===== src/design/pcn_defs.svh =====
// Offsets, field positions, reset values and timing counts of the PLL clock control block.
`ifndef PCN_DEFS_SVH
`define PCN_DEFS_SVH

// ---------------------------------------------
// Timing
// ---------------------------------------------
`define PCN_CLK_PERIOD_NS 5
`define PCN_LOSS_TIME_NS  1000
`define PCN_LOSS_CYC      (`PCN_LOSS_TIME_NS / `PCN_CLK_PERIOD_NS)
`define PCN_DRIFT_TIME_NS 10000
`define PCN_DRIFT_CYC     (`PCN_DRIFT_TIME_NS / `PCN_CLK_PERIOD_NS)
`define PCN_LOCK_EDGES    4'h8

// ---------------------------------------------
// Reset values
// ---------------------------------------------
`define PCN_NOM_MHZ  10'h2bc
`define PCN_TGT_RST  10'h258
`define PCN_DIV_RST  16'h1111
`define PCN_CTRL_RST 6'h2f

// ---------------------------------------------
// Register offsets and fields
// ---------------------------------------------
`define PCN_ADR_CTRL  8'h00
`define PCN_ADR_TGT   8'h04
`define PCN_ADR_DIV   8'h08
`define PCN_ADR_STAT  8'h0c
`define PCN_ADR_RSEL  4'h1
`define PCN_ADR_IOSEL 5'h04
`define PCN_CTRL_ENA  0
`define PCN_CTRL_ARST 4
`define PCN_CTRL_PFD  5
`define PCN_STAT_LOCK 10
`define PCN_STAT_LOSS 11
`define PCN_STAT_ST   12

// ---------------------------------------------
// Synchronised input vector positions and clock source counts
// ---------------------------------------------
`define PCN_IN_ENA  16
`define PCN_IN_PFD  20
`define PCN_IN_ARST 21
`define PCN_IN_PEN  22
`define PCN_IN_REF  23
`define PCN_N_PINSRC 5'h14
`define PCN_N_IORES  5'h16

`endif


===== src/design/pcn_pkg.sv =====
// Types shared by the PLL clock control block.
package pcn_pkg;

  // Loop states, Gray coded along off, acquire, lock, hold.
  typedef enum logic [1:0] {
    PCN_OFF  = 2'b00,
    PCN_ACQ  = 2'b01,
    PCN_LOCK = 2'b11,
    PCN_HOLD = 2'b10
  } pcn_state_t;

  // State of one post-scale counter with its output gate.
  typedef struct packed {
    logic [3:0] cnt;
    logic       ph;
    logic       en_q;
    logic       out;
  } pcn_gate_t;

  // State of the control block.
  typedef struct packed {
    logic [23:0] s1;
    logic [23:0] s2;
    logic [23:0] s3;
    logic [23:0] f;
    pcn_state_t  st;
    logic [5:0]  ctrl;
    logic [9:0]  tgt;
    logic [15:0] div;
    logic [79:0] rsel;
    logic [39:0] iosel;
    logic [9:0]  vco;
    logic [3:0]  lock_cnt;
    logic        locked;
    logic [7:0]  loss_cnt;
    logic        clkloss;
    logic [10:0] drift_cnt;
    logic [31:0] rdata;
    logic [15:0] rclk;
    logic [7:0]  ioclk;
  } pcn_main_t;

endpackage


===== src/design/pcn_top.sv =====
// PLL enable, reset, detector and gate control with regional and I/O clock routing.
//
// Implementation choices: the register offsets and the strobed register port.
`timescale 1ns/1ps
`default_nettype none
`include "pcn_defs.svh"

// Operation
// - Enable pin low forces all four loop output ports low and drops lock.
// - Enable pin high again makes the loop reacquire lock and resync.
// - Reset high clears counters and output clocks and forces unlocked.
// - During reset the oscillator returns to its nominal 700 MHz.
// - After reset release the loop relocks starting from nominal frequency.
// - Detector disabled holds oscillator frequency, slow downward drift, outputs run.
// - Every regional and global output port has its own gate enable.
// - Gate synchronously switches the port by gating its post-scale counter.
// - Gate enable is sampled on the counter output falling edge.
// - Gating outputs leaves feedback counters alone, so lock is kept.
// - Each quadrant has four regional networks fed by pins or loop outputs.
// - Networks 0..3 top-left, 8..11 top-right, 4..7 bottom-left, 12..15 bottom-right.
// - Each I/O region takes eight clocks selected from 22 resources.
module pcn_top
  import pcn_pkg::*;
(
  input  wire logic        clk_sys,      // System clock, 200 MHz.
  input  wire logic        nrst,         // Asynchronous reset, active low.
  input  wire logic [7:0]  addr,         // Register byte address.
  input  wire logic [31:0] wdata,        // Register write data.
  input  wire logic        wr,           // Write strobe.
  input  wire logic        rd,           // Read strobe.
  output logic      [31:0] rdata,        // Read data, valid the cycle after rd.
  input  wire logic        ref_clk_pin,  // Loop reference clock.
  input  wire logic        pll_ena_pin,  // Common loop enable.
  input  wire logic        pll_arst_pin, // Loop reset, active high.
  input  wire logic        pfd_ena_pin,  // Phase detector enable.
  input  wire logic [3:0]  clk_ena_pin,  // Per-port gate enables.
  input  wire logic [15:0] clk_pin,      // Dedicated clock pins.
  output logic      [3:0]  pll_clk,      // Ports: 0,1 global, 2,3 regional.
  output logic             pll_locked,   // Loop in lock.
  output logic             clk_lost,     // Reference clock missing.
  output logic      [15:0] rclk,         // Regional clock networks.
  output logic      [7:0]  io_clk        // I/O region clocks.
);

  pcn_main_t  q;
  pcn_main_t  n;
  logic       pen;
  logic       arst;
  logic       pfd;
  logic       run;
  logic [3:0] ena;
  logic       ref_rise;
  logic [4:0] sel;
  logic [19:0] src;
  logic [21:0] res;

  // ---------------------------------------------
  // Effective controls
  // ---------------------------------------------
  // Pins and register bits are combined for reset, detector and gates, so either user logic
  // or pins may steer them; the common enable comes from its pin alone.
  assign pen  = q.f[`PCN_IN_PEN];
  assign arst = q.f[`PCN_IN_ARST] | q.ctrl[`PCN_CTRL_ARST];
  assign pfd  = q.f[`PCN_IN_PFD] & q.ctrl[`PCN_CTRL_PFD];
  assign ena  = q.f[`PCN_IN_ENA +: 4] & q.ctrl[`PCN_CTRL_ENA +: 4];
  assign run  = (q.st != PCN_OFF);

  // ---------------------------------------------
  // Output ports
  // ---------------------------------------------
  // Each port owns its counter and gate; the loop state machine below
  // never looks at the gates.
  for (genvar k = 0; k < 4; k++) begin : g_port
    pcn_gate u_gate (
      .clk_sys (clk_sys),
      .nrst    (nrst),
      .run     (run),
      .div     (q.div[4*k +: 4]),
      .ena     (ena[k]),
      .gclk    (pll_clk[k])
    );
  end

  // ---------------------------------------------
  // Next state
  // ---------------------------------------------
  always_comb begin
    n        = q;
    sel      = 5'h00;
    src      = 20'h00000;
    res      = 22'h000000;
    ref_rise = 1'b0;

    // Pin synchroniser: a filtered bit follows once stages two and three agree.
    n.s1 = {ref_clk_pin, pll_ena_pin, pll_arst_pin, pfd_ena_pin, clk_ena_pin, clk_pin};
    n.s2 = q.s1;
    n.s3 = q.s2;
    n.f  = (q.s2 & ~(q.s2 ^ q.s3)) | (q.f & (q.s2 ^ q.s3));
    ref_rise = n.f[`PCN_IN_REF] & ~q.f[`PCN_IN_REF];

    // Loss of reference: no rising edge within the loss window.
    if (ref_rise) begin
      n.loss_cnt = 8'h00;
      n.clkloss  = 1'b0;
    end else if (q.loss_cnt == 8'(`PCN_LOSS_CYC)) begin
      n.clkloss = 1'b1;
    end else begin
      n.loss_cnt = q.loss_cnt + 8'h01;
    end

    // Loop state machine. The feedback side only watches the reference
    // and the oscillator model, so gating ports cannot unlock it.
    if (!pen || arst) begin
      n.st        = PCN_OFF;
      n.locked    = 1'b0;
      n.lock_cnt  = 4'h0;
      n.drift_cnt = 11'h000;
      n.vco       = `PCN_NOM_MHZ;
    end else begin
      case (q.st)
        PCN_OFF: begin
          n.st = PCN_ACQ;
        end
        PCN_ACQ: begin
          if (!pfd) begin
            n.st = PCN_HOLD;
          end else if (ref_rise) begin
            // Frequency walks from where it stands, nominal after a reset.
            if (q.vco < q.tgt) begin
              n.vco = q.vco + 10'h001;
            end else if (q.vco > q.tgt) begin
              n.vco = q.vco - 10'h001;
            end
            if (q.vco != q.tgt) begin
              n.lock_cnt = 4'h0;
            end else if (q.lock_cnt == `PCN_LOCK_EDGES - 4'h1) begin
              n.st     = PCN_LOCK;
              n.locked = 1'b1;
            end else begin
              n.lock_cnt = q.lock_cnt + 4'h1;
            end
          end
        end
        PCN_LOCK: begin
          if (!pfd) begin
            n.st     = PCN_HOLD;
            n.locked = 1'b0;
          end else if (q.clkloss || q.vco != q.tgt) begin
            n.st       = PCN_ACQ;
            n.locked   = 1'b0;
            n.lock_cnt = 4'h0;
          end
        end
        PCN_HOLD: begin
          // Outputs keep running on the held frequency, drifting slowly down.
          n.locked = 1'b0;
          if (pfd) begin
            n.st        = PCN_ACQ;
            n.lock_cnt  = 4'h0;
            n.drift_cnt = 11'h000;
          end else if (q.drift_cnt == 11'(`PCN_DRIFT_CYC - 1)) begin
            n.drift_cnt = 11'h000;
            if (q.vco != 10'h000) begin
              n.vco = q.vco - 10'h001;
            end
          end else begin
            n.drift_cnt = q.drift_cnt + 11'h001;
          end
        end
        default: begin
          n.st = PCN_OFF;
        end
      endcase
    end

    // Register writes.
    if (wr) begin
      if (addr == `PCN_ADR_CTRL) begin
        n.ctrl = wdata[5:0];
      end else if (addr == `PCN_ADR_TGT) begin
        n.tgt = wdata[9:0];
      end else if (addr == `PCN_ADR_DIV) begin
        n.div = wdata[15:0];
      end else if (addr[7:4] == `PCN_ADR_RSEL && addr[1:0] == 2'b00) begin
        n.rsel[20*addr[3:2] +: 20] = wdata[19:0];
      end else if (addr[7:3] == `PCN_ADR_IOSEL && addr[1:0] == 2'b00) begin
        n.iosel[20*addr[2] +: 20] = wdata[19:0];
      end
    end

    // Register reads; data stand for one cycle, unmapped reads give zero.
    n.rdata = 32'h00000000;
    if (rd) begin
      if (addr == `PCN_ADR_CTRL) begin
        n.rdata = {26'h0000000, q.ctrl};
      end else if (addr == `PCN_ADR_TGT) begin
        n.rdata = {22'h000000, q.tgt};
      end else if (addr == `PCN_ADR_DIV) begin
        n.rdata = {16'h0000, q.div};
      end else if (addr == `PCN_ADR_STAT) begin
        n.rdata[9:0]            = q.vco;
        n.rdata[`PCN_STAT_LOCK] = q.locked;
        n.rdata[`PCN_STAT_LOSS] = q.clkloss;
        n.rdata[`PCN_STAT_ST +: 2] = q.st;
      end else if (addr[7:4] == `PCN_ADR_RSEL && addr[1:0] == 2'b00) begin
        n.rdata = {12'h000, q.rsel[20*addr[3:2] +: 20]};
      end else if (addr[7:3] == `PCN_ADR_IOSEL && addr[1:0] == 2'b00) begin
        n.rdata = {12'h000, q.iosel[20*addr[2] +: 20]};
      end
    end

    // Regional networks take only dedicated pins or loop ports; a select
    // beyond that range parks the network low.
    src = {pll_clk, q.f[15:0]};
    for (int i = 0; i < 16; i++) begin
      sel = q.rsel[5*i +: 5];
      n.rclk[i] = (sel < `PCN_N_PINSRC) ? src[sel] : 1'b0;
    end

    // I/O region clocks pick eight of the 22 resources.
    res = {q.f[1:0], pll_clk, q.rclk};
    for (int j = 0; j < 8; j++) begin
      sel = q.iosel[5*j +: 5];
      n.ioclk[j] = (sel < `PCN_N_IORES) ? res[sel] : 1'b0;
    end
  end

  // ---------------------------------------------
  // State register
  // ---------------------------------------------
  always_ff @(posedge clk_sys or negedge nrst) begin
    if (!nrst) begin
      q      <= '0;
      q.st   <= PCN_OFF;
      q.ctrl <= `PCN_CTRL_RST;
      q.tgt  <= `PCN_TGT_RST;
      q.div  <= `PCN_DIV_RST;
      q.vco  <= `PCN_NOM_MHZ;
    end else begin
      q <= n;
    end
  end

  // ---------------------------------------------
  // Outputs
  // ---------------------------------------------
  assign rdata      = q.rdata;
  assign pll_locked = q.locked;
  assign clk_lost   = q.clkloss;
  assign rclk       = q.rclk;
  assign io_clk     = q.ioclk;
endmodule
`default_nettype wire


===== src/design/pcn_gate.sv =====
// One post-scale output counter with its glitch-free clock gate.
`timescale 1ns/1ps
`default_nettype none

module pcn_gate
  import pcn_pkg::*;
(
  input  wire logic       clk_sys, // System clock.
  input  wire logic       nrst,    // Asynchronous reset, active low.
  input  wire logic       run,     // Loop running; low clears the counter.
  input  wire logic [3:0] div,     // Half period minus one, in cycles.
  input  wire logic       ena,     // Output gate enable.
  output logic            gclk     // Gated counter output.
);

  pcn_gate_t q;
  pcn_gate_t n;

  // ---------------------------------------------
  // Counter and gate
  // ---------------------------------------------
  // The enable is only taken while the counter output falls, so the
  // gated clock never starts or stops in the middle of a high phase.
  always_comb begin
    n = q;
    if (!run) begin
      n = '0;
    end else begin
      if (q.cnt == div) begin
        n.cnt = 4'h0;
        n.ph  = ~q.ph;
        if (q.ph) begin
          n.en_q = ena;
        end
      end else begin
        n.cnt = q.cnt + 4'h1;
      end
      n.out = n.ph & n.en_q;
    end
  end

  always_ff @(posedge clk_sys or negedge nrst) begin
    if (!nrst) begin
      q <= '0;
    end else begin
      q <= n;
    end
  end

  assign gclk = q.out;
endmodule
`default_nettype wire


===== config.mk =====
export PLATFORM = sky130hd
export DESIGN_NAME = pcn_top
export DESIGN_NICKNAME = d
export VERILOG_FILES = /design/src/design/pcn_pkg.sv /design/src/design/pcn_top.sv /design/src/design/pcn_gate.sv
export VERILOG_INCLUDE_DIRS = /design/src /design/src/design
export SDC_FILE = /design/constraint.sdc
export NUM_CORES = 1
export LEC_CHECK = 0
export ABC_AREA = 0
export BUFFER_PORTS_ARGS = -buffer_cell sky130_fd_sc_hd__buf_2
export CORE_MARGIN = 2
export CORE_UTILIZATION = 56
export CTS_CLUSTER_SIZE = 40
export DETAILED_ROUTE_END_ITERATION = 7
export GPL_TIMING_DRIVEN = 0
export PLACE_DENSITY = 0.77
export SKIP_CTS_REPAIR_TIMING = 1
export SLEW_MARGIN = 20
export SYNTH_ARGS = -nofsm -noshare
export SYNTH_HDL_FRONTEND = slang
export SYNTH_HIERARCHICAL = 1
export SYNTH_SLANG_ARGS = --single-unit

===== constraint.sdc =====
create_clock -name clk_sys -period 2.4 [get_ports clk_sys]
set_input_delay 0.24 -clock clk_sys [delete_from_list [all_inputs] [get_ports clk_sys]]
set_output_delay 0.24 -clock clk_sys [all_outputs]
set_load 0.01 [all_outputs]

# Yosys cells after proc, flatten, opt, wreduce, memory -nomap -nowiden
# Index checks and enable logic that the tools add are counted.
[totals]
reg_bits = 369
latchBits = 0
ram_bits = 0
mem_bits_ro = 0
wordCells = 318
n_memories = 0
[op_classes]
n_addsub = 11
multipliers = 2
div = 0
magnitude_cmp = 50
eq_ne = 33
n_shift = 6
n_mux = 136
n_bitwise = 22
reduce_logical = 23
[op_table]
columns = ["op", "n"]
rows = [
  ["2-to-1 mux 32 bit", 5],
  ["< comparator 5 x 6 -> 1 bit, second input constant", 24],
  ["binary-select mux 1 bit (select 5 bit)", 24],
  ["< comparator 5 bit, second input constant", 24],
  ["bitwise mux 80 bit", 1],
  ["variable shift 20 x 34 -> 80 bit, first input constant", 1],
  ["indexed part select 20 x 34 -> 80 bit", 1],
  ["indexed part select 80 x 8 -> 20 bit", 1],
  ["2-to-1 mux 1 bit", 56],
  ["2-to-1 mux 10 bit", 5],
  ["bitwise AND 24 bit", 2],
  ["2-to-1 mux 15 bit", 3],
  ["2-to-1 mux 11 bit", 4],
  ["bitwise mux 40 bit", 1],
  ["variable shift 20 x 34 -> 40 bit, first input constant", 1],
  ["indexed part select 20 x 34 -> 40 bit", 1],
  ["indexed part select 40 x 7 -> 20 bit", 1],
  ["negator 6 -> 34 bit", 1],
  ["negator 7 -> 34 bit", 1],
  ["2-to-1 mux 2 bit", 16],
  ["2-to-1 mux 4 bit", 8],
  ["inequality test 3 bit, second input constant", 10],
  ["2-to-1 mux 7 bit", 4],
  ["inequality test 4 bit, second input constant", 6],
  ["52 further kinds", 82],
]

# Depth between registers and ports, before layout
[depth]
ltp_word = 9
depth_mapped = 12

# Hierarchy
# The synthesis kept the hierarchy.
[modules_own_cells]
columns = ["module", "n_inst", "cells_each", "area_each_um2"]
rows = [
  ["pcn_top", 1, 1651, 18948.2],
  ["pcn_gate", 4, 28, 329.1],
]

# Worst setup path before layout
# Ideal clock, no wire load.
[synth_path]
path_kind = "register to register"
from = "register q[230] in the netlist's numbering"
to = "register q[87] in the netlist's numbering"
setup_ns = 0.079
arrival_ns = 2.415
required_time_ns = 2.321
path_slack_ns = -0.094
path_stages_with_launch = 10
n_path_buf = 1
period_less_slack_ns = 2.494
path_cell_list = "dfstp_2 -> inv_1 -> ha_1 -> a21oi_2 -> o21ai_2 -> a2111o_1 -> buf_6 -> or4b_4 -> a21oi_2 -> mux2i_1"
[synth_via]
elab_chain_cells = 6
word_cells_on_any_way = 9
[synth_lines]
columns = ["item", "line_no", "source"]
rows = [
  ["from (decl)", "pcn_top.sv:45", "pcn_main_t q;"],
  ["from (signal assigned)", "pcn_top.sv:240", "q <= n;"],
  ["< comparator 10 bit", "pcn_top.sv:129", "if (q.vco < q.tgt) begin"],
  ["2-to-1 mux 10 bit", "pcn_top.sv:129", ""],
  ["2-to-1 mux 15 bit", "pcn_top.sv:127", "end else if (ref_rise) begin"],
  ["2-to-1 mux 15 bit", "pcn_top.sv:125", "if (!pfd) begin"],
  ["case mux 10 bit (2 select lines)", "pcn_top.sv:120", "case (q.st)"],
  ["2-to-1 mux 15 bit", "pcn_top.sv:113", "if (!pen || arst) begin"],
]
# Several ways; a longest one is shown, not always the timed one. The select of a mux whose other input is x is not followed.
# A chain may end at the register's enable or synchronous reset.

# Worst setup path in the final report
[layout_path]
from = "register q[86] in the netlist's numbering"
to = "register q[87] in the netlist's numbering"
[layout_via]
elab_chain_cells = 7
word_cells_on_any_way = 17
[layout_lines]
columns = ["item", "line_no", "source"]
rows = [
  ["subtractor 10 x 1 -> 10 bit", "pcn_top.sv:132, pcn_top.sv:164", ""],
  ["2-to-1 mux 10 bit", "pcn_top.sv:131", "end else if (q.vco > q.tgt) begin"],
  ["2-to-1 mux 10 bit", "pcn_top.sv:129", ""],
  ["2-to-1 mux 15 bit", "pcn_top.sv:127", ""],
  ["2-to-1 mux 15 bit", "pcn_top.sv:125", ""],
  ["case mux 10 bit (2 select lines)", "pcn_top.sv:120", ""],
  ["2-to-1 mux 15 bit", "pcn_top.sv:113", ""],
]
# Several ways; a longest one is shown, not always the timed one. The select of a mux whose other input is x is not followed.

==> flow_summary.ini <==
[floorplanning]
dieArea_um2 = 37700
core_um2 = 35600
initial_utilization = 0.570
io_pins = 130
die_h_um = 194
die_x_um = 194
row_count = 69

[drt]
vias_per_cell = 6.59
dr.first_iter.drc_count = 1686
drc = 0
routed_wl_mm = 63.5
vias = 16200
wire_per_inst_um = 25.9
detailedRoute.firstPassIterationCount = 6
antenna_left = 0

[placed_design]
pre_cts_slack_ns = -1.11
dpl.hpwl_mm = 46.1
port_buffers = 96
postPlaceCellArea_um2 = 21500
dp.cells = 2334
place_congestion = 1.06

[sta]
drv_slew = 0
fmaxAchievable_mhz = 396
final.setup.worst_slack_ns = -0.124
fin_crit_sh = 1.05
period_needed_ns = 2.52
slew_headroom = 0.403
finClkSkew_ns = 0.0175
rsz0062_at_grt = yes
finalSetupViolCount = 7
fin_tns_setup_ns = -0.531
worst_pin_slew_ns = 0.871
timing.final.hold_violations = 0

[cts]
numCtsBuffers = 40
cts_buffer_depth = 3
clock-sinks = 357
cts_tree = done
root_buffer = clkbuf_16
path_clk_slew_ns = 0.06
htree_num_levels = 2
clock_latency_ns = 0.57

[yosys]
synth_largest_area_cell = dfrtp_1
ys.flop_type = dfrtp_1
synth_edf_count = 0
synth-seq-area-share = 0.442
synth_seq_cells = 357
yosys-top-cells-area = dfrtp_1, mux4_2, mux2_1, nand2_1, mux2i_1
syn_area_per_cell_um2 = 11.5
postSynthCellCount = 1763
synth_most_common_cell = dfrtp_1
ys_types = 76
synthArstFlopShare = 1.00
syn-cell-area_um2 = 20300
synthTopCellsByCount = dfrtp_1, nand2_1, mux4_2, nor2_1, clkbuf_1
yosysWarnings = 6
synth_top_cell_area_share = 0.417

[worst_setup_path]
critPathKind = reg2reg
path_max_fanout = 8
crit_required_ns = 2.88
worst_setup_path_start_kind = flop
endpoint_kind = flop
crit_arrival_ns = 3.00

[power_and_ir_drop]
powerDensity_nw_per_um2 = 667
irDropWorstVdd_uv = 755
power_leakage_nw = 10.0

[layout]
final_layout_size_suffix_gt1_frac = 0.269
fillers = 2661
area_delta_synth_final_pct = 16.4
fin_nets = 2061
final_cell_count_no_fill = 2455
diodes = 0
fin_area_um2 = 23600
utilization = 0.663

[grt]
antenna_found_initial = 0
track_usage = 0.341
grt_max_degree = 98
grt_pass1_wl_mm = 97.0
grt_pass1_vias = 16000
grt-ovfl-total = 0

[run_status]
failed_checks = negative setup slack
status = finished, violations left

[flow_run]
drv_cap = 0

[hold_path]
hp-class = in2reg
## stage by stage
| stage | total power [mW] | hold WS [ns] |
|---|---|---|
| detailed placement | 9.08 | 0.307 |
| CTS | 15.6 | -0.288 |
| finish | 15.7 | 0.00568 |
| global placement | 8.99 | 0.332 |
| floorplan | 8.20 | -0.0556 |
| global route | 16.2 | 0.00737 |
## worst max-delay path: stages (launching register included)
cell,delay (ns)
dfstp_2,0.63
ha_4,0.24
nand4_1,0.15
a211oi_2,0.07
a2111o_1,0.38
buf_6,0.15
or4b_4,0.49
a21oi_4,0.13
mux2i_1,0.19
## state kept, by name, summed over array words and instances, names as in the netlist, named ones only
| name | flops |
|---|---|
| clk_lost | 1 |
| g_port.u_gate/gclk | 4 |
| g_port.u_gate/q | 24 |
| io_clk | 8 |
| n | 48 |
| pll_locked | 1 |
| q | 212 |
| rclk | 16 |
| rdata | 20 |
## worst paths after layout
check / start / endpoint / slack [ns] / cells past startpoint
worst max-delay path: q[86]$_DFFE_PN1P_ / q[87]$_DFFE_PN0P_ / -0.12 / 8
min in group asynchronous: nrst / n[311]$_DFF_PN0_ / 0.30 / 2
max in group asynchronous: nrst / n[303]$_DFF_PN0_ / 0.81 / 4
worst min-delay path: wdata[14] / q[105]$_DFFE_PN0P_ / 0.006 / 3
worst max register to register: q[86]$_DFFE_PN1P_ / q[87]$_DFFE_PN0P_ / -0.12 / 8
worst min register to register: n[303]$_DFF_PN0_ / n[279]$_DFF_PN0_ / 0.34 / 0
## final cells by class
cell class,count,area (um2),share of cell area
inverters,51,191,0.00811
plain buffers,187,1000,0.0424
well taps,461,577,0.0244
repair buffers,152,1040,0.0442
flip-flops and latches,357,8960,0.380
clock inverters,17,251,0.0107
multi-input cells,1177,10400,0.442
clock buffers,53,1150,0.0488
## layout by cell type, fill, tap and decap left out, types with 54 or more instances in the layout
cell      instances
dfrtp_1         336
nand2_1         185
mux4_2          160
nor2_1          129
buf_2           114
clkbuf_1         89
buf_4            85
o21ai_1          80
mux2_1           65
mux2i_1          54
## report_power, final
part / total (mW) / internal, mW / switching (mW)
clock network: 6.57 / 4.02 / 2.55
logic: 2.43 / 1.07 / 1.36
registers: 6.73 / 6.34 / 0.393
total: 15.7 / 11.4 / 4.30
## cell families (layout without fill, tap and decap cells)
logic type	after synthesis	in the layout	share of synthesized area
AND/OR/NAND/NOR	479	479	0.112
buffers and inverters	240	460	0.0580
AO/OA/AOI/OAI	310	310	0.0980
XOR/XNOR	36	36	0.0156
flip-flops	357	357	0.442
multiplexers	289	289	0.246
adder cells (fa/ha/maj)	51	51	0.0285
other	1	12	0.000185
## layer usage
| layer | global-route usage | part of all wire | vias to the layer above |
|---|---|---|---|
| met5 | 0 | 0 | - |
| met4 | 0.176 | 0.059 | 0 |
| met3 | 0.0873 | 0.11 | 264 |
| met2 | 0.527 | 0.45 | 1138 |
| met1 | 0.449 | 0.37 | 7956 |
| li1 | - | - | 6823 |
(Power assumes the default switching activity.)
